<file path="src/rtl/sfe_pkg.sv">
// Purpose: constants and types for the serial flash erase and power-down
//          controller.
// Assumes: 40 MHz system clock; the serial link is sampled, not clocked.
// Notes:   opcodes, address layout, delays and status bit positions.
package sfe_pkg;
    localparam logic [7:0] OP_HALF_ERASE  = 8'h52;
    localparam logic [7:0] OP_BLOCK_ERASE = 8'hD8;
    localparam logic [7:0] OP_CHIP_ERASE1 = 8'hC7;
    localparam logic [7:0] OP_CHIP_ERASE2 = 8'h60;
    localparam logic [7:0] OP_SLEEP       = 8'hB9;
    localparam logic [7:0] OP_WAKE_ID     = 8'hAB;
    localparam logic [7:0] OP_WRITE_EN    = 8'h06;
    localparam logic [7:0] OP_READ_STATUS = 8'h05;
    localparam logic [7:0] OP_SOFT_RESET  = 8'h99;

    localparam logic [5:0] BITS_OPCODE    = 6'h08;
    localparam logic [5:0] BITS_ADDR_CMD  = 6'h20;
    localparam logic [5:0] BITS_ID_CMD    = 6'h20;

    // 24-bit address: a23..a16 pick the 64K block, a15 the half
    localparam int ADDR_W      = 24;
    localparam int BLK_MSB     = 23;
    localparam int BLK_LSB     = 16;
    localparam int HALF_BIT    = 15;
    localparam int STAT_BUSY   = 0;
    localparam int STAT_LATCH  = 1;

    // delays in ns, converted to 40 MHz cycles
    localparam int CLK_NS         = 25;
    localparam int SLEEP_ENTRY_NS = 3000;
    localparam int WAKE_SHORT_NS  = 3000;
    localparam int WAKE_LONG_NS   = 1800;
    localparam int SLEEP_ENTRY_CYC = (SLEEP_ENTRY_NS + CLK_NS - 1) / CLK_NS;
    localparam int WAKE_SHORT_CYC  = (WAKE_SHORT_NS + CLK_NS - 1) / CLK_NS;
    localparam int WAKE_LONG_CYC   = (WAKE_LONG_NS + CLK_NS - 1) / CLK_NS;
    localparam int TIMER_W         = 16;

    typedef enum logic [2:0] {
        SFE_STANDBY  = 3'b000,
        SFE_BUSY     = 3'b001,
        SFE_ENTERING = 3'b010,
        SFE_ASLEEP   = 3'b011,
        SFE_WAKING   = 3'b100
    } sfe_state_t;

    typedef enum logic [1:0] {
        SFE_ER_HALF  = 2'b00,
        SFE_ER_BLOCK = 2'b01,
        SFE_ER_CHIP  = 2'b10
    } sfe_erase_t;

    // erase request to the array
    typedef struct packed {
        logic              start;
        sfe_erase_t        kind;
        logic [ADDR_W-1:0] addr;
    } sfe_erase_req_t;
endpackage

</file>
<file path="src/rtl/sfe_ctrl.sv">
// Purpose: device-side decode of erase, sleep and wake/ID commands.
// Assumes: single-bit serial framing, mode 0 or 3; the array and its
//          self-timed erase engine sit outside and report done.
// Notes:   protection inputs are live levels from the status logic.
`timescale 1ns/1ps
`default_nettype none
module sfe_ctrl #(
    parameter logic [7:0] DEVICE_ID = 8'h5A  // arbitrary value
) (
    input  wire logic           clk_i,           // 40 MHz clock
    input  wire logic           sys_rst_i,       // async reset, high
    input  wire logic           sck_i,           // serial clock pin
    input  wire logic           cs_n_i,          // select pin, low active
    input  wire logic           serial_in_i,     // serial data in pin
    output logic                serial_out_o,    // serial data out
    output logic                serial_out_oe_o, // data out enable
    input  wire logic [3:0]     protect_level_bits_i, // block protect
    input  wire logic           whole_lock_bit_i, // whole-array lock
    input  wire logic           boot_lock_i,     // boot region lock
    input  wire logic [7:0]     boot_block_i,    // locked 64K block
    input  wire logic           erase_done_i,    // array erase finished
    output var sfe_pkg::sfe_erase_req_t erase_req_o, // erase request
    output logic                busy_flag_o,     // busy, status S0
    output logic                write_latch_flag_o, // latch, status S1
    output logic                asleep_o         // in deep power-down
);
    logic       rise, fall, cs_n, cs_rise, din;
    logic [5:0] bits_r;
    logic [7:0] op_r;
    localparam int ADDR_LEN = sfe_pkg::ADDR_W;
    logic [ADDR_LEN-1:0] addr_r;
    logic [7:0] out_r;
    logic [2:0] out_cnt_r;
    logic       oe_r;
    logic       latch_r;
    logic [sfe_pkg::TIMER_W-1:0] tmr_r;
    logic [sfe_pkg::TIMER_W-1:0] tmr_nxt;
    sfe_pkg::sfe_state_t st_r;
    sfe_pkg::sfe_state_t st_nxt;
    sfe_pkg::sfe_erase_req_t req_r;
    sfe_pkg::sfe_erase_req_t req_nxt;

    sfe_pin_sync u_sync (
        .clk_i       (clk_i),
        .sys_rst_i   (sys_rst_i),
        .sck_i       (sck_i),
        .cs_n_i      (cs_n_i),
        .serial_in_i (serial_in_i),
        .rise_o      (rise),
        .fall_o      (fall),
        .cs_n_o      (cs_n),
        .cs_rise_o   (cs_rise),
        .din_o       (din)
    );

    // frame decode terms
    wire [7:0] op_now    = {op_r[6:0], din};
    wire       is_addr_er = op_r == sfe_pkg::OP_HALF_ERASE ||
                            op_r == sfe_pkg::OP_BLOCK_ERASE;
    wire       is_chip_er = op_r == sfe_pkg::OP_CHIP_ERASE1 ||
                            op_r == sfe_pkg::OP_CHIP_ERASE2;
    wire       f_op8     = bits_r == sfe_pkg::BITS_OPCODE;
    wire       f_addr    = bits_r == sfe_pkg::BITS_ADDR_CMD;
    wire       standby   = st_r == sfe_pkg::SFE_STANDBY;
    wire       asleep    = st_r == sfe_pkg::SFE_ASLEEP;
    wire [7:0] tgt_blk   = addr_r[sfe_pkg::BLK_MSB:sfe_pkg::BLK_LSB];
    // protect level n (1 to 7) guards the top 2^n 64K blocks, level 0 none, bit 3 guards all; simple top-down map
    wire [8:0] prot_lim  = 9'h100 - (9'h001 << protect_level_bits_i[2:0]);
    wire       any_prot  = protect_level_bits_i != 4'h0;
    wire       blk_prot  = (any_prot && ({1'b0, tgt_blk} >= prot_lim ||
                            protect_level_bits_i[3])) ||
                           (boot_lock_i && tgt_blk == boot_block_i);
    wire       chip_ok   = !any_prot && !whole_lock_bit_i;
    wire       erase_ok  = standby && latch_r;
    wire       go_addr   = cs_rise && is_addr_er && f_addr && erase_ok &&
                           !blk_prot;
    wire       go_chip   = cs_rise && is_chip_er && f_op8 && erase_ok &&
                           chip_ok;
    wire       go_sleep  = cs_rise && op_r == sfe_pkg::OP_SLEEP && f_op8 &&
                           standby;
    wire       wake_cmd  = cs_rise && op_r == sfe_pkg::OP_WAKE_ID &&
                           bits_r >= sfe_pkg::BITS_OPCODE;
    wire       go_wake   = wake_cmd && asleep;
    wire       go_reset  = cs_rise && op_r == sfe_pkg::OP_SOFT_RESET &&
                           f_op8 && (asleep || standby);
    wire       wen_cmd   = cs_rise && op_r == sfe_pkg::OP_WRITE_EN && f_op8 &&
                           standby;

    // shift opcode then address, msb first on rising serial edges
    always_ff @(posedge clk_i or posedge sys_rst_i) begin
        if (sys_rst_i) begin
            bits_r <= 6'h00;
            op_r   <= 8'h00;
            addr_r <= '0;
        end else if (cs_n) begin
            bits_r <= 6'h00;
        end else if (rise) begin
            if (bits_r != 6'h3F) begin
                bits_r <= bits_r + 6'h01;
            end
            if (bits_r < sfe_pkg::BITS_OPCODE) begin
                op_r <= op_now;
            end else if (bits_r < sfe_pkg::BITS_ADDR_CMD) begin
                addr_r <= {addr_r[ADDR_LEN-2:0], din};
            end
        end
    end

    // state and self-timed delays
    always_comb begin
        st_nxt  = st_r;
        tmr_nxt = (tmr_r != '0) ? tmr_r - 1'b1 : tmr_r;
        req_nxt = req_r;
        req_nxt.start = 1'b0;
        case (st_r)
            sfe_pkg::SFE_STANDBY: begin
                if (go_addr) begin
                    st_nxt = sfe_pkg::SFE_BUSY;
                    req_nxt.start = 1'b1;
                    req_nxt.addr  = addr_r;
                    req_nxt.kind  = (op_r == sfe_pkg::OP_HALF_ERASE) ?
                                    sfe_pkg::SFE_ER_HALF :
                                    sfe_pkg::SFE_ER_BLOCK;
                end else if (go_chip) begin
                    st_nxt = sfe_pkg::SFE_BUSY;
                    req_nxt.start = 1'b1;
                    req_nxt.addr  = '0;
                    req_nxt.kind  = sfe_pkg::SFE_ER_CHIP;
                end else if (go_sleep) begin
                    st_nxt  = sfe_pkg::SFE_ENTERING;
                    tmr_nxt = sfe_pkg::TIMER_W'(sfe_pkg::SLEEP_ENTRY_CYC);
                end
            end
            sfe_pkg::SFE_BUSY: begin
                if (erase_done_i) begin
                    st_nxt = sfe_pkg::SFE_STANDBY;
                end
            end
            sfe_pkg::SFE_ENTERING: begin
                if (tmr_r == '0) begin
                    st_nxt = sfe_pkg::SFE_ASLEEP;
                end
            end
            sfe_pkg::SFE_ASLEEP: begin
                if (go_wake) begin
                    st_nxt  = sfe_pkg::SFE_WAKING;
                    tmr_nxt = sfe_pkg::TIMER_W'(sfe_pkg::WAKE_LONG_CYC);
                end else if (go_reset) begin
                    st_nxt = sfe_pkg::SFE_STANDBY;
                end
            end
            sfe_pkg::SFE_WAKING: begin
                if (tmr_r == '0) begin
                    st_nxt = sfe_pkg::SFE_STANDBY;
                end
            end
            default: st_nxt = sfe_pkg::SFE_STANDBY;
        endcase
    end

    // power-up and reset always land in standby
    always_ff @(posedge clk_i or posedge sys_rst_i) begin
        if (sys_rst_i) begin
            st_r  <= sfe_pkg::SFE_STANDBY;
            tmr_r <= '0;
            req_r <= '0;
        end else begin
            st_r  <= st_nxt;
            tmr_r <= tmr_nxt;
            req_r <= req_nxt;
        end
    end

    // write latch: set by write-enable, dropped once erase is launched
    always_ff @(posedge clk_i or posedge sys_rst_i) begin
        if (sys_rst_i) begin
            latch_r <= 1'b0;
        end else if (wen_cmd) begin
            latch_r <= 1'b1;
        end else if (go_addr || go_chip || go_reset) begin
            latch_r <= 1'b0;
        end
    end

    // output shifter: ID for wake/ID after the dummies, status on 05h;
    // driven on falling serial edges; ID never while busy, status also while busy
    wire load_id = fall && (standby || st_r == sfe_pkg::SFE_WAKING) &&
                   op_r == sfe_pkg::OP_WAKE_ID &&
                   bits_r >= sfe_pkg::BITS_ID_CMD && out_cnt_r == 3'h0;
    wire load_st = fall && op_r == sfe_pkg::OP_READ_STATUS && !asleep &&
                   bits_r >= sfe_pkg::BITS_OPCODE && out_cnt_r == 3'h0;
    always_ff @(posedge clk_i or posedge sys_rst_i) begin
        if (sys_rst_i) begin
            out_r     <= 8'h00;
            out_cnt_r <= 3'h0;
            oe_r      <= 1'b0;
        end else if (cs_n) begin
            out_cnt_r <= 3'h0;
            oe_r      <= 1'b0;
        end else if (load_id) begin
            out_r     <= DEVICE_ID;
            out_cnt_r <= 3'h7;
            oe_r      <= 1'b1;
        end else if (load_st) begin
            out_r     <= {6'h00, latch_r, !standby &&
                          st_r == sfe_pkg::SFE_BUSY};
            out_cnt_r <= 3'h7;
            oe_r      <= 1'b1;
        end else if (fall && oe_r) begin
            out_r     <= {out_r[6:0], 1'b0};
            out_cnt_r <= out_cnt_r - 3'h1;
        end
    end

    assign serial_out_o       = out_r[7];
    assign serial_out_oe_o    = oe_r;
    assign erase_req_o        = req_r;
    assign busy_flag_o        = st_r == sfe_pkg::SFE_BUSY;
    assign write_latch_flag_o = latch_r;
    // waking still reports deep power-down until the long delay ends
    assign asleep_o           = asleep || st_r == sfe_pkg::SFE_WAKING;

    // helper: cycles spent entering sleep, so the entry delay can be
    // checked without a long repetition
    logic [sfe_pkg::TIMER_W-1:0] ent_cnt_r;
    always_ff @(posedge clk_i or posedge sys_rst_i) begin
        if (sys_rst_i) begin
            ent_cnt_r <= '0;
        end else if (st_r == sfe_pkg::SFE_ENTERING) begin
            ent_cnt_r <= ent_cnt_r + 1'b1;
        end else begin
            ent_cnt_r <= '0;
        end
    end

    // erase launch: latch, framing, protection and timing
    AST_BUSY_HOLD: assert property (@(posedge clk_i)
        disable iff (sys_rst_i)
        st_r == sfe_pkg::SFE_BUSY && !erase_done_i |=> busy_flag_o)
        else $error("busy dropped without erase done");
    AST_ERASE_NEEDS_LATCH: assert property (@(posedge clk_i)
        disable iff (sys_rst_i)
        req_r.start |-> $past(latch_r))
        else $error("erase launched without write latch");
    AST_LATCH_CLEARED: assert property (@(posedge clk_i)
        disable iff (sys_rst_i)
        req_r.start |-> !latch_r && busy_flag_o)
        else $error("latch still set after erase launch");
    AST_CHIP_PROT: assert property (@(posedge clk_i)
        disable iff (sys_rst_i)
        req_r.start && req_r.kind == sfe_pkg::SFE_ER_CHIP |->
        $past(protect_level_bits_i) == 4'h0 && !$past(whole_lock_bit_i))
        else $error("chip erase with protection set");
    AST_START_ON_RISE: assert property (@(posedge clk_i)
        disable iff (sys_rst_i)
        req_r.start |-> $past(cs_rise))
        else $error("erase not started by select rise");
    AST_START_PULSE: assert property (@(posedge clk_i)
        disable iff (sys_rst_i)
        req_r.start |=> !req_r.start)
        else $error("erase request longer than one cycle");
    AST_ADDR_FRAME: assert property (@(posedge clk_i)
        disable iff (sys_rst_i)
        req_r.start && req_r.kind != sfe_pkg::SFE_ER_CHIP |->
        $past(bits_r) == sfe_pkg::BITS_ADDR_CMD)
        else $error("address erase with wrong bit count");
    AST_CHIP_FRAME: assert property (@(posedge clk_i)
        disable iff (sys_rst_i)
        req_r.start && req_r.kind == sfe_pkg::SFE_ER_CHIP |->
        $past(bits_r) == sfe_pkg::BITS_OPCODE)
        else $error("chip erase with wrong bit count");
    AST_BLOCK_PROT: assert property (@(posedge clk_i)
        disable iff (sys_rst_i)
        req_r.start && req_r.kind != sfe_pkg::SFE_ER_CHIP |->
        !$past(blk_prot))
        else $error("erase of a protected block");

    // sleep entry and exit
    AST_SLEEP_DELAY: assert property (@(posedge clk_i)
        disable iff (sys_rst_i)
        st_r == sfe_pkg::SFE_STANDBY && go_sleep |=> !asleep [*8])
        else $error("sleep entered without delay");
    AST_ENTRY_TIME: assert property (@(posedge clk_i)
        disable iff (sys_rst_i)
        $rose(asleep) |->
        ent_cnt_r >= sfe_pkg::TIMER_W'(sfe_pkg::SLEEP_ENTRY_CYC))
        else $error("sleep entered before the entry delay");
    AST_SLEEP_NO_ERASE: assert property (@(posedge clk_i)
        disable iff (sys_rst_i)
        asleep |=> !req_r.start)
        else $error("erase while asleep");
    AST_SLEEP_BUSY: assert property (@(posedge clk_i)
        disable iff (sys_rst_i)
        busy_flag_o && !erase_done_i |=> st_r != sfe_pkg::SFE_ENTERING)
        else $error("sleep accepted while busy");
    AST_WAKE_FROM_SLEEP: assert property (@(posedge clk_i)
        disable iff (sys_rst_i)
        $rose(st_r == sfe_pkg::SFE_WAKING) |-> $past(asleep))
        else $error("wake delay started outside sleep");
    AST_WAKE_EXIT: assert property (@(posedge clk_i)
        disable iff (sys_rst_i)
        st_r == sfe_pkg::SFE_WAKING |-> ##[1:80] standby)
        else $error("wake did not end in standby");

    // data out only inside a frame, and no ID while busy
    AST_OE_IN_FRAME: assert property (@(posedge clk_i)
        disable iff (sys_rst_i)
        cs_n && $past(cs_n) |-> !serial_out_oe_o)
        else $error("data out driven while deselected");
    AST_NO_ID_BUSY: assert property (@(posedge clk_i)
        disable iff (sys_rst_i)
        busy_flag_o |-> !load_id)
        else $error("device ID loaded while busy");

    COV_HALF: cover property (@(posedge clk_i)
        req_r.start && req_r.kind == sfe_pkg::SFE_ER_HALF);
    COV_CHIP: cover property (@(posedge clk_i)
        req_r.start && req_r.kind == sfe_pkg::SFE_ER_CHIP);
    COV_SLEEP: cover property (@(posedge clk_i) asleep);
    COV_ID: cover property (@(posedge clk_i) load_id);
    COV_WAKE: cover property (@(posedge clk_i)
        st_r == sfe_pkg::SFE_WAKING);
endmodule
`default_nettype wire

</file>
<file path="src/rtl/sfe_pin_sync.sv">
// Purpose: two-flop synchroniser and edge finder for the serial pins.
// Assumes: pins are asynchronous to clk_i.
// Notes:   the first flop feeds only the second flop.
`timescale 1ns/1ps
`default_nettype none
module sfe_pin_sync (
    input  wire logic clk_i,       // system clock
    input  wire logic sys_rst_i,   // async reset, active high
    input  wire logic sck_i,       // serial clock pin
    input  wire logic cs_n_i,      // select pin, active low
    input  wire logic serial_in_i, // data pin
    output logic      rise_o,      // serial clock rising, one cycle
    output logic      fall_o,      // serial clock falling, one cycle
    output logic      cs_n_o,      // synchronised select
    output logic      cs_rise_o,   // select deasserted, one cycle
    output logic      din_o        // synchronised data
);
    logic [2:0] m1_r;
    logic [2:0] m2_r;
    logic [1:0] old_r;

    // double flop, then one history stage for edges
    always_ff @(posedge clk_i or posedge sys_rst_i) begin
        if (sys_rst_i) begin
            m1_r  <= 3'h7;
            m2_r  <= 3'h7;
            old_r <= 2'h3;
        end else begin
            m1_r  <= {cs_n_i, sck_i, serial_in_i};
            m2_r  <= m1_r;
            old_r <= m2_r[2:1];
        end
    end

    // gate edges with select so no stray clock counts outside a frame
    assign rise_o    = m2_r[1] & ~old_r[0] & ~m2_r[2];
    assign fall_o    = ~m2_r[1] & old_r[0] & ~m2_r[2];
    assign cs_n_o    = m2_r[2];
    assign cs_rise_o = m2_r[2] & ~old_r[1];
    assign din_o     = m2_r[0];
endmodule
`default_nettype wire

</file>
<file path="config.mk">
export PLATFORM = sky130hd
export DESIGN_NAME = sfe_ctrl
export DESIGN_NICKNAME = d
export VERILOG_FILES = /design/src/rtl/sfe_pkg.sv /design/src/rtl/sfe_ctrl.sv /design/src/rtl/sfe_pin_sync.sv
export SDC_FILE = /design/constraint.sdc
export NUM_CORES = 1
export LEC_CHECK = 0
export ABC_CLOCK_PERIOD_IN_PS = 2890
export BUFFER_PORTS_ARGS = -buffer_cell sky130_fd_sc_hd__buf_2
export CAP_MARGIN = 40
export CORE_MARGIN = 3
export CORE_UTILIZATION = 50
export CTS_BUF_LIST = sky130_fd_sc_hd__clkbuf_8 sky130_fd_sc_hd__clkbuf_16
export CTS_CLUSTER_DIAMETER = 100
export DETAILED_ROUTE_END_ITERATION = 8
export GPL_ROUTABILITY_DRIVEN = 1
export HOLD_SLACK_MARGIN = 0.03
export PLACE_DENSITY = 0.71
export SYNTH_ARGS = -nofsm -noshare
export SYNTH_HDL_FRONTEND = slang
export SYNTH_HIERARCHICAL = 1
export SYNTH_SLANG_ARGS = --single-unit
</file>
<file path="constraint.sdc">
create_clock -name clk_i -period 2.89 [get_ports clk_i]
set_input_delay 0.1445 -clock clk_i [delete_from_list [all_inputs] [get_ports clk_i]]
set_output_delay 0.1445 -clock clk_i [all_outputs]
set_load 0.01 [all_outputs]
</file>
======== After elaboration in Yosys (flattened, before gate mapping) ========
Cells that the tools add are included.
Widths: inputs -> output; s select.
word-level totals
  word-level logic and storage cells ...... 157
  output and inout bits ................... 32
  input port bits ......................... 20
  flip-flop bits (word level) ............. 105
operators by class
  eq/ne operators ......................... 22
  shifts and indexed selects .............. 1
  add/sub/neg operators ................... 4
  muxes and demuxes ....................... 34
  $lt $le $gt $ge ......................... 5
  reduce and logical (&&, ||, !) cells .... 66
  bitwise operators ....................... 10
operators by type and width
  kind                   number
  $mux 27                3
  $mux 16                5
  $eq 8x8->1 const B     5
  $mux 3                 12
  $logic_and 1x1->1      34
  $pmux 16 s2            1
  $mux 8                 3
  $mux 6                 3
  $eq 8x3->1 const B     2
  $eq 8x7->1 const B     2
  $logic_not 16->1       1
  $reduce_bool 16->1     1
  $sub 16x1->16 const B  1
  $pmux 3 s5             1
  $ge 8x9->1             1
  $logic_or 1x1->1       9
  $shl 1x3->9 const A    1
  $sub 9x9->9 const A    1
  $eq 8x8->1             1
  $reduce_bool 2->1      4
  $reduce_bool 4->1      2
  $add 6x1->6 const B    1
  $eq 3x2->1 const B     2
  $eq 6x4->1 const B     1
  other kinds (22)       45

======== Depth between registers and ports, before layout ========
Gate-level depths: netlist of the first run.
  depth after elaboration ................. 12
  gate-level depth with buffers ........... 15
  depth with buffers taken out ............ 12

======== Cells and area by module ========
Netlist of the first run, hierarchy kept.
modules (own cells, without submodules)
  module        instances  area each (um^2)  cells an instance  seq. area each (um^2)
  sfe_ctrl      1          5,033.6           494                2,427.3
  sfe_pin_sync  1          235.2             12                 210.2

======== Worst setup path before layout of the first run ========
No wires, ideal clock.
  kind .................................... input -> register
  start ................................... in protect_level_bits_i[1]
  end ..................................... reg req_r (netlist bit erase_req_o[12])
  stages .................................. 14
  required time ........................... 2,811 ps
  data arrival time ....................... 2,673 ps
  setup time .............................. 79 ps
  buffers on the path ..................... 3
  setup slack ............................. 137 ps
  cell sequence ........................... nor2_1 -> nand2_1 -> ha_1 -> clkbuf_1 -> xnor2_1 -> a22o_1 -> ha_1 -> and4_1 -> o21ai_0 -> o221a_2 -> o211ai_1 -> buf_2 -> buf_2 -> mux2i_1
on the way
  word-level cells in the longest chain between the ends .. 10
  elaborated cells on any way between the ends .. 15
  those cells by class .................... add/sub: 1; order compare: 1; shift: 1; mux: 1; reduce/logical: 11
ends and longest elaborated chain
  what                                line             text
  start, declared                     sfe_ctrl.sv:17   input wire logic [3:0] protect_level_bits_i,
  $shl 1x3->9                         sfe_ctrl.sv:68   wire [8:0] prot_lim = 9'h100 - (9'h001 << protect_level_bits_i[2:0]);
  $sub 9x9->9                         sfe_ctrl.sv:68
  $ge 8x9->1                          sfe_ctrl.sv:70   wire blk_prot = (any_prot && ({1'b0, tgt_blk} >= prot_lim ||
  $logic_or 1x1->1                    sfe_ctrl.sv:70
  $logic_and 1x1->1                   sfe_ctrl.sv:70
  $logic_or 1x1->1                    sfe_ctrl.sv:71   protect_level_bits_i[3])) ||
  $logic_not 1->1                     sfe_ctrl.sv:76   !blk_prot;
  $logic_and 1x1->1                   sfe_ctrl.sv:75   wire go_addr = cs_rise && is_addr_er && f_addr && erase_ok &&
  $reduce_bool 2->1 (no source line)  --
  $reduce_and 2->1 (no source line)   --
  end signal, assigned                sfe_ctrl.sv:170  req_r <= req_nxt;
  end, declared                       sfe_ctrl.sv:40   sfe_pkg::sfe_erase_req_t req_r;
Parallel ways exist; a longest one is shown, timed or not.
A chain may end at the register's enable or synchronous reset.

======== Final worst setup path of the first run ========
  start ................................... reg u_sync.m2_r[2]
  end ..................................... reg latch_r, in the netlist write_latch_flag_o
on the way
  word-level cells in the longest chain between the ends .. 8
  elaborated cells on any way between the ends .. 19
  those cells by class .................... mux: 1; bitwise: 1; reduce/logical: 17
ends and longest elaborated chain
  what                                                      line                            text
  start, declared                                           sfe_pin_sync.sv:19              logic [2:0] m2_r;
  start signal, assigned                                    sfe_pin_sync.sv:30              m2_r <= m1_r;
  $and 1x1->1 *                                             sfe_pin_sync.sv:39              assign cs_rise_o = m2_r[2] & ~old_r[1];
  named net cs_rise                                         sfe_ctrl.sv:27                  logic rise, fall, cs_n, cs_rise, din;
  $logic_and 1x1->1, on equally long branches (4 in a row)  sfe_ctrl.sv:75, sfe_ctrl.sv:77
  $logic_or 1x1->1 (2 in a row)                             sfe_ctrl.sv:180                 end else if (go_addr || go_chip || go_reset) begin
  $reduce_bool 2->1 (no source line)                        --
  end signal, assigned                                      sfe_ctrl.sv:177                 latch_r <= 1'b0;
  end signal, assigned                                      sfe_ctrl.sv:179                 latch_r <= 1'b1;
  end signal, assigned                                      sfe_ctrl.sv:181                 latch_r <= 1'b0;
  end, declared                                             sfe_ctrl.sv:35                  logic latch_r;
Mark *: on every way through the listed nets, which the timed path passes. The rest lies on a longest branch.

==> flow_summary.rst, run 1 <==
.. list-table::
   :header-rows: 1

   * - Metric
     - Value
   * - Worst slack at placement
     - -0.0139 ns
   * - Number of pins with negative max-slew slack in the final report
     - 0
   * - Post-route minimum period
     - 2.60 ns
   * - Run status
     - finished, final reports clean
   * - Total wire length after detailed routing
     - 10.5 mm
   * - CTS resizes
     - 0
   * - Slew at the pin with the worst max-slew slack
     - 0.843 ns
   * - Via density per instance
     - 5.45
   * - CP required
     - 3.18 ns
   * - Cell-by-cell trace of the critical path
     - nor2b_1 > nor4b_1 > nand3b_1 > nor3_1 > o211ai_1 > buf_12 > a31o_2
   * - PD cells
     - 762 nW/um^2
   * - Highest metal layer with signal wires
     - met4
   * - Wire length of the first global-routing pass
     - 18.2 mm
   * - Worst clock skew
     - 0.0153 ns
   * - Syn Area/Cell
     - 10.4 um^2
   * - Antenna violations before repair
     - 0
   * - Logic pwr share
     - 41.9%
   * - Wire per inst
     - 15.0 um
   * - Signal arrival time at the worst endpoint
     - 2.89 ns
   * - Final TNS setup
     - 0 ns
   * - Number of failing setup endpoints in the final timing report
     - 0
   * - Htree depth
     - 3
   * - Clock insertion delay at the later pin of the skew report
     - 0.39 ns
   * - Fraction of final layout cells with drive strength greater than 1
     - 22.6%
   * - Share of the core filled with cells
     - 59.3%
   * - Fillers
     - 874
   * - CP Max Fanout
     - 28
   * - Crit-path slowest cell
     - sky130_fd_sc_hd__dfstp_2
   * - Commonest non-fill, non-tap cells in the layout
     - sky130_fd_sc_hd__dfrtp_1, sky130_fd_sc_hd__inv_1, sky130_fd_sc_hd__buf_2
   * - Total via count after detailed routing
     - 3813
   * - Setup ws final
     - 0.294 ns
   * - Number of port buffers
     - 51
   * - DP HPWL
     - 7.30 mm
   * - Buffers inserted by post-CTS timing repair
     - 0
   * - Row cnt
     - 36
   * - Switching Fraction
     - 36.2%
   * - Area added between synthesis and finish
     - 12.6%
   * - Most common flop cell mapped by yosys
     - sky130_fd_sc_hd__dfrtp_1
   * - Net switching power of the design
     - 1640 uW
   * - Fin Hold WS
     - 0.0855 ns
   * - Slew HR
     - 43.3%
   * - Routability congestion estimate
     - 0.884
   * - Initial standard-cell utilization of the core
     - 52.7%
   * - ANT cells
     - 0
   * - Number of warnings issued by yosys
     - 6
   * - Area of the core region
     - 10000 um^2
   * - TritonCTS clock tree
     - yes
   * - Met2 WL
     - 4.93 mm
   * - Proportion of synthesized flip-flops having asynchronous set or reset
     - 100%
   * - Delay contributed by the slowest stage of the critical path
     - 0.54 ns
   * - Total DRC errors in the routed layout
     - 0
   * - Global-route usage over all layers
     - 19.5%
   * - Cell Int Power
     - 2880 uW
   * - CP startpoint kind
     - register
   * - Number of flops mapped to enable cells by yosys
     - 0
   * - Flops & latches, synth
     - 105
   * - Sequential fraction of the synthesis area
     - 50.1%
   * - Clock transition at path regs
     - 0.11 ns
   * - Power share of the sequential group
     - 37.8%
   * - Number of global-route vias before repair
     - 3824
   * - Initial drt markers
     - 186
   * - Post-Syn Nets
     - 540
   * - Amount of wire on met3 after detailed routing
     - 437 um
   * - Number of nets in the final layout
     - 595
   * - Part of the cycle the worst path needs
     - 89.8%
   * - Number of buffers added by the clock tree synthesis step
     - 9
   * - Static leakage
     - 0.00297 uW
   * - GRT overflow
     - 0
   * - Yosys cell types
     - 62
   * - Root buffer cell
     - sky130_fd_sc_hd__clkbuf_8
   * - Total chip power
     - 4520 uW
   * - Hold WC Path Type
     - in2reg
   * - Type of the setup path with the least slack
     - reg2reg
   * - Detailed Routing Iterations Pass 1
     - 4
   * - I/O Pins
     - 52
   * - Width of the chip
     - 109 um
   * - Count of final hold-check violations
     - 0
   * - # Max-Cap Violations
     - 0
   * - Maximum operating frequency
     - 0.385 GHz
   * - Post-Route M1 WL
     - 4.87 mm
   * - CP Capture Type
     - register
   * - Area of the die
     - 11800 um^2
   * - ANT nets after route
     - 0
   * - Worst ir drop on vdd
     - 447 uV
   * - Die Ht
     - 109 um
   * - Maximum number of pins on one net before global-route repair
     - 62
   * - Setup repair after global routing missed its margin
     - no
   * - Synthesized netlist cell count
     - 506
   * - Clock power frac
     - 20.3%
   * - Most common cell after layout, fill and taps aside
     - sky130_fd_sc_hd__dfrtp_1
   * - Number of sinks driven by the clock tree
     - 105
   * - Mapped Area
     - 5270 um^2
   * - Bufs on Longest Clock Path
     - 2
## power groups by stage
stage | clock [uW] | combinational, uW | sequential (uW)
2_1_floorplan | 0 | 1600 | 1700
3_3_place_gp | 0 | 1810 | 1730
3_5_place_dp | 0 | 1880 | 1740
4_1_cts | 947 | 1890 | 1710
5_1_grt | 1000 | 2140 | 1720
6_report | 919 | 1890 | 1710
## state kept, by name (all words and copies together) (netlist names), 2 cells and up
signal        flops
addr_r           24
out_r             8
tmr_r            16
u_sync/m1_r       3
erase_req_o      27
u_sync/m2_r       3
bits_r            6
u_sync/old_r      2
op_r              8
st_r              3
out_cnt_r         3
## synth_stat cells, types with 4 or more instances
master / instances / area [um^2]
sky130_fd_sc_hd__inv_1: 53 / 199
sky130_fd_sc_hd__or3_1: 4 / 25.0
sky130_fd_sc_hd__a21oi_1: 23 / 115
sky130_fd_sc_hd__nand4b_1: 5 / 43.8
sky130_fd_sc_hd__nor2b_1: 8 / 50.1
sky130_fd_sc_hd__ha_1: 14 / 175
sky130_fd_sc_hd__o21ai_0: 20 / 100
sky130_fd_sc_hd__nor4b_1: 4 / 35.0
sky130_fd_sc_hd__nor4_1: 5 / 31.3
sky130_fd_sc_hd__mux2i_1: 29 / 290
sky130_fd_sc_hd__nand4_1: 7 / 43.8
sky130_fd_sc_hd__dfstp_2: 8 / 210
sky130_fd_sc_hd__nand2_1: 44 / 165
sky130_fd_sc_hd__dfrtp_1: 97 / 2430
sky130_fd_sc_hd__nor3_1: 15 / 75.1
sky130_fd_sc_hd__nand2b_1: 4 / 25.0
sky130_fd_sc_hd__mux2_2: 26 / 293
sky130_fd_sc_hd__xor2_1: 9 / 78.8
sky130_fd_sc_hd__nand3_1: 6 / 30.0
sky130_fd_sc_hd__buf_2: 8 / 40.0
sky130_fd_sc_hd__nor2_1: 26 / 97.6
sky130_fd_sc_hd__xnor2_1: 16 / 140
sky130_fd_sc_hd__clkbuf_1: 11 / 41.3
## critical path, delay by kind of cell (launching register included)
kind,cells,cell delay [ns]
flip-flops,1,0.54
buffers and inverters,1,0.22
AO/OA/AOI/OAI,2,0.45
AND/OR/NAND/NOR,4,1.26
## cell families (layout without fill, tap and decap cells)
logic type      Yosys count  count (layout)  synth area share (%)
compound gates           81              81                  10.2
flops                   105             105                  50.1
fa+ha+maj                14              14                  3.32
simple gates            151             151                  15.5
xor+xnor                 25              25                  4.16
buf+inv                  74             134                  5.60
mux                      55              55                  11.1
other cells               1               1                0.0712
## layout make-up
type	count	area, um^2	share of cell area (%)
multi-input cells	327	2340	39.4
clock inverters	7	83.8	1.41
clock buffers	9	124	2.09
repair buffers	64	375	6.33
well taps	133	166	2.81
flip-flops and latches	105	2640	44.5
inverters	54	205	3.46
## metal layers
metal | vias up | global-route usage (%)
met4 | 0 | 7.66
met3 | 19 | 4.74
met5 | - | 0
met1 | 1869 | 26.0
met2 | 72 | 30.8
li1 | 1853 | -
## worst paths after layout
| check | from | end | slack [ns] | cells after the start |
|---|---|---|---|---|
| max | u_sync/m2_r[2]$_DFF_PP1_ | write_latch_flag_o$_DFFE_PP0P_ | 0.29 | 7 |
| min | erase_done_i | st_r[0]$_DFFE_PP0P_ | 0.09 | 3 |
| max reg2reg | u_sync/m2_r[2]$_DFF_PP1_ | write_latch_flag_o$_DFFE_PP0P_ | 0.29 | 7 |
| min reg2reg | u_sync/m1_r[1]$_DFF_PP1_ | u_sync/m2_r[1]$_DFF_PP1_ | 0.36 | 0 |
| max in group asynchronous | sys_rst_i | tmr_r[2]$_DFF_PP0_ | 1.66 | 4 |
| min in group asynchronous | sys_rst_i | addr_r[21]$_DFFE_PP0P_ | 0.46 | 3 |
## per-stage QoR
| stage | cells | cell area [um^2] |
|---|---|---|
| after CTS | 699 | 5930 |
| after global placement | 679 | 5680 |
| after detailed placement | 679 | 5680 |
| after floorplan | 506 | 5270 |
| final | 699 | 5930 |
| after global routing | 699 | 5930 |
## repair_timing
| item | CTS | global route |
|---|---|---|
| hold buffers | 4 | 0 |
| hold endpoints to repair | 70 | 0 |
| setup endpoints to repair | 0 | 0 |
Power figures use the tool's default switching activity.
==> run 2: changes to the inputs <==
--- a/config.mk
+++ b/config.mk
@@ -9,13 +9,13 @@
 export BUFFER_PORTS_ARGS = -buffer_cell sky130_fd_sc_hd__buf_2
 export CAP_MARGIN = 40
 export CORE_MARGIN = 3
-export CORE_UTILIZATION = 50
+export CORE_UTILIZATION = 59
 export CTS_BUF_LIST = sky130_fd_sc_hd__clkbuf_8 sky130_fd_sc_hd__clkbuf_16
 export CTS_CLUSTER_DIAMETER = 100
 export DETAILED_ROUTE_END_ITERATION = 8
-export GPL_ROUTABILITY_DRIVEN = 1
+export GPL_ROUTABILITY_DRIVEN = 0
 export HOLD_SLACK_MARGIN = 0.03
-export PLACE_DENSITY = 0.71
+export PLACE_DENSITY = 0.82
 export SYNTH_ARGS = -nofsm -noshare
 export SYNTH_HDL_FRONTEND = slang
 export SYNTH_HIERARCHICAL = 1
==> run 2 against run 1 <==
- utilization increased by 11 points
- critical path depth stayed put
- final area is 0.51% lower
- sequential share of layout area grew 0.23 points
- die area fell by 14%
- cell count down 4.1%
- sequential power is essentially flat
- critical endpoint unchanged
- fmax down 0.34%
==> flow_summary.rst, run 2 (synthesis results as in run 1) <==
.. list-table::
   :header-rows: 1

   * - Metric
     - Value
   * - Run status
     - finished, final reports clean
   * - Fraction of final layout cells with drive strength greater than 1
     - 22.5%
   * - Maximum operating frequency
     - 0.384 GHz
   * - Total wire length after detailed routing
     - 10.6 mm
   * - CP Max Fanout
     - 28
   * - Setup slack of the worst register-to-register path
     - 0.28 ns
   * - Worst ir drop on vdd
     - 448 uV
   * - Number of port buffers
     - 51
   * - Root buffer cell
     - sky130_fd_sc_hd__clkbuf_8
   * - CP required
     - 3.15 ns
   * - Count of final hold-check violations
     - 0
   * - Clock transition at path regs
     - 0.11 ns
   * - Htree depth
     - 3
   * - Area of the die
     - 10100 um^2
   * - Number of sinks driven by the clock tree
     - 105
   * - Post-route minimum period
     - 2.61 ns
   * - Total DRC errors in the routed layout
     - 0
   * - Antenna violations before repair
     - 0
   * - ANT nets after route
     - 0
   * - Worst clock skew
     - 0.0151 ns
   * - Initial drt markers
     - 161
   * - Commonest non-fill, non-tap cells in the layout
     - sky130_fd_sc_hd__dfrtp_1, sky130_fd_sc_hd__inv_1, sky130_fd_sc_hd__buf_2
   * - Area added between synthesis and finish
     - 12.0%
   * - Number of buffers added by the clock tree synthesis step
     - 9
   * - Hold worst-path end
     - st_r[1]$_DFFE_PP0P_
   * - Slew at the pin with the worst max-slew slack
     - 0.883 ns
   * - Setup repair after global routing missed its margin
     - no
   * - Worst r2r path cells
     - 7
   * - Row cnt
     - 33
   * - Critical hold path startpoint
     - erase_done_i
   * - Die Ht
     - 101 um
   * - Clock insertion delay at the later pin of the skew report
     - 0.37 ns
   * - Slew HR
     - 40.6%
   * - Detailed Routing Iterations Pass 1
     - 4
   * - TritonCTS clock tree
     - yes
   * - Type of the setup path with the least slack
     - reg2reg
   * - Number of failing setup endpoints in the final timing report
     - 0
   * - GRT overflow
     - 0
   * - Wire length of the first global-routing pass
     - 18.2 mm
   * - Global-route usage over all layers
     - 22.5%
   * - CTS resizes
     - 0
   * - Via density per instance
     - 5.76
   * - Number of pins with negative max-slew slack in the final report
     - 0
   * - CP Capture Type
     - register
   * - Area of the core region
     - 8420 um^2
   * - Width of the chip
     - 101 um
   * - Non-Filler Instances
     - 670
   * - Initial standard-cell utilization of the core
     - 62.6%
   * - Maximum number of pins on one net before global-route repair
     - 67
   * - PD cells
     - 768 nW/um^2
   * - Capture point of the worst reg-to-reg path
     - write_latch_flag_o$_DFFE_PP0P_
   * - Number of cells in the design after placement
     - 650
   * - ANT cells
     - 0
   * - Wire per inst
     - 15.8 um
   * - # Max-Cap Violations
     - 0
   * - Max reg flops
     - 27
   * - Hold WC Path Type
     - in2reg
   * - Number of global-route vias before repair
     - 3903
   * - DP HPWL
     - 7.47 mm
   * - Total via count after detailed routing
     - 3857
   * - Setup ws final
     - 0.285 ns
   * - Critical register-to-register path startpoint
     - u_sync/m2_r[2]$_DFF_PP1_
   * - Cell count of the worst hold path
     - 4
   * - Static leakage
     - 0.00298 uW
   * - Bufs on Longest Clock Path
     - 2
   * - Part of the cycle the worst path needs
     - 90.1%
   * - I/O Pins
     - 52
   * - Worst slack at placement
     - -0.0601 ns
   * - Number of nets in the final layout
     - 594
   * - Most common cell after layout, fill and taps aside
     - sky130_fd_sc_hd__dfrtp_1
   * - CP startpoint kind
     - register
   * - Signal arrival time at the worst endpoint
     - 2.86 ns
-- run 2: changes by cell type in the layout (fill, tap and decap cells not counted) --
| cell | delta |
|---|---|
| sky130_fd_sc_hd__buf_12 | +1 |
| sky130_fd_sc_hd__clkinv_8 | -1 |
| sky130_fd_sc_hd__clkbuf_8 | +1 |
| sky130_fd_sc_hd__clkinv_4 | -1 |
| sky130_fd_sc_hd__buf_4 | -2 |
| sky130_fd_sc_hd__inv_8 | +1 |
-- run 2: what timing repair did --
action	in CTS	in global routing
endpoints found under the hold margin	76	0
setup buffers	0	0
hold buffers	4	0
-- run 2: area by class of cell --
class,instances,area [um^2]
flip-flops and latches,105,2640
repair buffers,63,380
clock inverters,6,70.1
multi-input cells,327,2340
inverters,54,205
clock buffers,10,138
well taps,105,131
fillers,614,2520
-- run 2: routing by layer --
metal	track usage [%]	part of all wire, %	vias up
li1	-	-	1860
met1	29.0	43	1875
met2	38.4	50	103
met3	5.54	4.7	19
met4	5.60	1.6	0
met5	0	0	-
-- run 2: worst max path at each step --
stage	from	endpoint	slack, ns	cells after the start
floorplan	protect_level_bits_i[1]	erase_req_o[12]$_DFFE_PP0P_	0.14	14
global placement	protect_level_bits_i[1]	erase_req_o[7]$_DFFE_PP0P_	0.18	13
detailed placement	protect_level_bits_i[1]	erase_req_o[25]$_DFFE_PP0P_	-0.06	13
CTS	u_sync/m2_r[2]$_DFF_PP1_	write_latch_flag_o$_DFFE_PP0P_	0.32	7
global route	u_sync/m2_r[2]$_DFF_PP1_	write_latch_flag_o$_DFFE_PP0P_	0.02	7
finish	u_sync/m2_r[2]$_DFF_PP1_	write_latch_flag_o$_DFFE_PP0P_	0.28	7
-- run 2: where the power goes --
| group | leakage [uW] | internal, uW | switching (uW) |
|---|---|---|---|
| logic | 0.00145 | 926 | 975 |
| registers | 0.00142 | 1620 | 94.5 |
| clock network | 0.000105 | 366 | 559 |
| total | 0.00298 | 2910 | 1630 |
-- run 2: worst max-delay path, cell delays in order, from the launching register on --
cell and delay [ns]:
sky130_fd_sc_hd__dfstp_2 0.54, sky130_fd_sc_hd__nor2b_1 0.26, sky130_fd_sc_hd__nor4b_1 0.46, sky130_fd_sc_hd__nand3b_1 0.20
sky130_fd_sc_hd__nor3_1 0.36, sky130_fd_sc_hd__o211ai_1 0.21, sky130_fd_sc_hd__buf_12 0.22, sky130_fd_sc_hd__a31o_2 0.24
-- run 2: per-stage QoR --
stage	power (uW)	cell area (um^2)	utilization [%]	hold slack [ns]	TNS (ns)
after global routing	4900	5900	70.1	0.124	0
after floorplan	3300	5270	-	0.149	0
after global placement	3530	5650	67.1	0.250	0
final	4530	5900	70.1	0.120	0
after CTS	4570	5900	70.1	0.0967	0
after detailed placement	3630	5650	67.1	0.251	-0.551
==> run 3: changes to the inputs <==
--- a/config.mk
+++ b/config.mk
@@ -5,9 +5,9 @@
 export SDC_FILE = /design/constraint.sdc
 export NUM_CORES = 1
 export LEC_CHECK = 0
-export ABC_CLOCK_PERIOD_IN_PS = 2890
 export BUFFER_PORTS_ARGS = -buffer_cell sky130_fd_sc_hd__buf_2
 export CAP_MARGIN = 40
+export CORE_ASPECT_RATIO = 1.75
 export CORE_MARGIN = 3
 export CORE_UTILIZATION = 59
 export CTS_BUF_LIST = sky130_fd_sc_hd__clkbuf_8 sky130_fd_sc_hd__clkbuf_16
==> run 3 against run 2 <==
- wire length is 0.39% lower
- first-iteration DRC count fell by 13%
- utilization shrank 0.57 points
- register-to-register slack is essentially flat
- setup slack better by 0.014 ns
- final area up 2.1%
- non-clock buffer count increased by 2
- total power up 8.9%
- die area rose by 0.44%
- clock skew down 0.0044 ns
==> flow_summary.rst, run 3 (synthesis results as in run 1) <==
.. list-table::
   :header-rows: 1

   * - Metric
     - Value
   * - Maximum operating frequency
     - 0.386 GHz
   * - Cell Int Power
     - 3310 uW
   * - DP HPWL
     - 7.64 mm
   * - Most common cell after layout, fill and taps aside
     - sky130_fd_sc_hd__dfrtp_1
   * - CP Capture Type
     - register
   * - Wire per inst
     - 15.4 um
   * - Hold WC Path Type
     - in2reg
   * - Clock power frac
     - 26.3%
   * - Power share of the sequential group
     - 34.6%
   * - Post-route minimum period
     - 2.59 ns
   * - Maximum number of pins on one net before global-route repair
     - 57
   * - Run status
     - finished, final reports clean
   * - Hold worst-path end
     - st_r[0]$_DFFE_PP0P_
   * - TritonCTS clock tree
     - yes
   * - Number of nets in the final layout
     - 596
   * - Part of the cycle the worst path needs
     - 89.7%
   * - Width of the chip
     - 77.4 um
   * - Crit-path slowest cell
     - sky130_fd_sc_hd__dfstp_2
   * - Number of buffers added by the clock tree synthesis step
     - 9
   * - Number of global-route vias before repair
     - 4044
   * - Htree depth
     - 3
   * - Number of port buffers
     - 51
   * - Global-route usage over all layers
     - 22.3%
   * - ANT cells
     - 0
   * - Setup slack of the worst register-to-register path
     - 0.30 ns
   * - Row cnt
     - 45
   * - Signal arrival time at the worst endpoint
     - 2.83 ns
   * - Logic pwr share
     - 39.1%
   * - Delay contributed by the slowest stage of the critical path
     - 0.52 ns
   * - Initial standard-cell utilization of the core
     - 60.8%
   * - Antenna violations before repair
     - 0
   * - Slew HR
     - 54.2%
   * - Type of the setup path with the least slack
     - reg2reg
   * - Max reg flops
     - 27
   * - Count of final hold-check violations
     - 0
   * - Wire length of the first global-routing pass
     - 18.1 mm
   * - Area added between synthesis and finish
     - 14.4%
   * - CP startpoint kind
     - register
   * - Global routing usage on met3
     - 4.80%
   * - Non-Filler Instances
     - 683
   * - GRT overflow
     - 0
   * - Number of cells in the design after placement
     - 664
   * - Final TNS setup
     - 0 ns
   * - Hold bufs inserted after CTS
     - 4
   * - Setup repair after global routing missed its margin
     - no
   * - Clock transition at path regs
     - 0.07 ns
   * - # Max-Cap Violations
     - 0
   * - Static leakage
     - 0.00303 uW
   * - Net switching power of the design
     - 1630 uW
   * - CP Max Fanout
     - 28
   * - Area of the die
     - 10100 um^2
   * - Fraction of final layout cells with drive strength greater than 1
     - 22.4%
   * - Cell count of the worst hold path
     - 3
   * - I/O Pins
     - 52
   * - Worst clock skew
     - 0.0107 ns
   * - Worst ir drop on vdd
     - 467 uV
   * - Critical register-to-register path startpoint
     - u_sync/m2_r[2]$_DFF_PP1_
   * - Slew at the pin with the worst max-slew slack
     - 0.687 ns
   * - Total DRC errors in the routed layout
     - 0
   * - Number of pins with negative max-slew slack in the final report
     - 0
   * - ANT nets after route
     - 0
   * - Number of sinks driven by the clock tree
     - 105
   * - Initial drt markers
     - 140
   * - Clock insertion delay at the later pin of the skew report
     - 0.35 ns
   * - Met2 capacity usage during global routing
     - 39.9%
   * - Cell-by-cell trace of the critical path
     - nor2b_1 > nor4b_1 > nand3b_1 > nor3_1 > o211ai_1 > buf_12 > a31o_2
   * - Capture point of the worst reg-to-reg path
     - write_latch_flag_o$_DFFE_PP0P_
   * - Met1 Usage GRT
     - 25.1%
   * - Worst r2r path cells
     - 7
   * - Critical hold path startpoint
     - erase_done_i
   * - CP required
     - 3.13 ns
   * - Commonest non-fill, non-tap cells in the layout
     - sky130_fd_sc_hd__dfrtp_1, sky130_fd_sc_hd__inv_1, sky130_fd_sc_hd__buf_2
   * - Total wire length after detailed routing
     - 10.5 mm
   * - Fin Hold WS
     - 0.143 ns
   * - Number of failing setup endpoints in the final timing report
     - 0
   * - Die Ht
     - 131 um
   * - Detailed Routing Iterations Pass 1
     - 4
   * - Buffers inserted by post-CTS timing repair
     - 0
   * - Fillers
     - 679
   * - Root buffer cell
     - sky130_fd_sc_hd__clkbuf_16
   * - Switching Fraction
     - 33.0%
   * - CTS resizes
     - 0
   * - Area of the core region
     - 8670 um^2
   * - Total via count after detailed routing
     - 3889
   * - Via density per instance
     - 5.69
   * - Bufs on Longest Clock Path
     - 2
   * - Most Used Layer, Global Route
     - met2
   * - PD cells
     - 820 nW/um^2
[run 3: cell types whose count changed in the layout (fill, tap and decap cells not counted)]
cell and delta:
sky130_fd_sc_hd__buf_12 -1, sky130_fd_sc_hd__buf_2 +1, sky130_fd_sc_hd__buf_4 +2, sky130_fd_sc_hd__bufinv_16 +2
sky130_fd_sc_hd__clkbuf_16 +9, sky130_fd_sc_hd__clkbuf_8 -10, sky130_fd_sc_hd__clkinv_4 -1, sky130_fd_sc_hd__clkinv_8 -2
sky130_fd_sc_hd__clkinvlp_4 +1, sky130_fd_sc_hd__inv_1 +1, sky130_fd_sc_hd__inv_6 -1
[run 3: how the worst max path moves through the flow]
stage	startpoint	endpoint	slack [ns]	cells after the start
2_1_floorplan	protect_level_bits_i[1]	erase_req_o[12]$_DFFE_PP0P_	0.14	14
3_3_place_gp	protect_level_bits_i[1]	erase_req_o[7]$_DFFE_PP0P_	0.18	13
3_5_place_dp	protect_level_bits_i[1]	erase_req_o[9]$_DFFE_PP0P_	-0.04	13
4_1_cts	protect_level_bits_i[1]	erase_req_o[14]$_DFFE_PP0P_	0.32	13
5_1_grt	u_sync/m2_r[2]$_DFF_PP1_	write_latch_flag_o$_DFFE_PP0P_	0.08	7
6_report	u_sync/m2_r[2]$_DFF_PP1_	write_latch_flag_o$_DFFE_PP0P_	0.30	7
[run 3: through the flow]
stage / utilization, % / total power [uW] / worst slack (ns) / cell area [um^2]
after floorplan: - / 3300 / 0.137 / 5270
after global placement: 65.3 / 3550 / 0.181 / 5660
after detailed placement: 65.4 / 3660 / -0.0427 / 5670
after CTS: 69.5 / 4970 / 0.316 / 6030
after global routing: 69.5 / 5260 / 0.0815 / 6030
final: 69.5 / 4940 / 0.299 / 6030
[run 3: worst max-delay path, delay by kind of cell, from the launching register on]
| family | cells | cell delay [ns] |
|---|---|---|
| simple gates | 4 | 1.30 |
| flops | 1 | 0.52 |
| compound gates | 2 | 0.44 |
| buf+inv | 1 | 0.22 |
[run 3: metal layers]
metal / part of all wire [%] / vias to the layer above
li1: - / 1873
met1: 40 / 1901
met2: 52 / 86
met3: 4.2 / 29
met4: 3.4 / 0
met5: 0 / -
[run 3: cell type report]
| type | count | area (um^2) | share of cell area (%) |
|---|---|---|---|
| multi-input combinational | 327 | 2340 | 38.8 |
| sequential | 105 | 2640 | 43.8 |
| clock inverter | 6 | 91.3 | 1.52 |
| tap | 117 | 146 | 2.43 |
| inverter | 54 | 205 | 3.41 |
| timing repair buffer | 65 | 380 | 6.31 |
| clock buffer | 9 | 225 | 3.74 |
[run 3: power groups by stage]
stage | Clock, uW | Sequential [uW] | Combinational (uW)
2_1_floorplan | 0 | 1700 | 1600
3_3_place_gp | 0 | 1730 | 1820
3_5_place_dp | 0 | 1730 | 1930
4_1_cts | 1320 | 1710 | 1940
5_1_grt | 1370 | 1730 | 2160
6_report | 1300 | 1710 | 1930
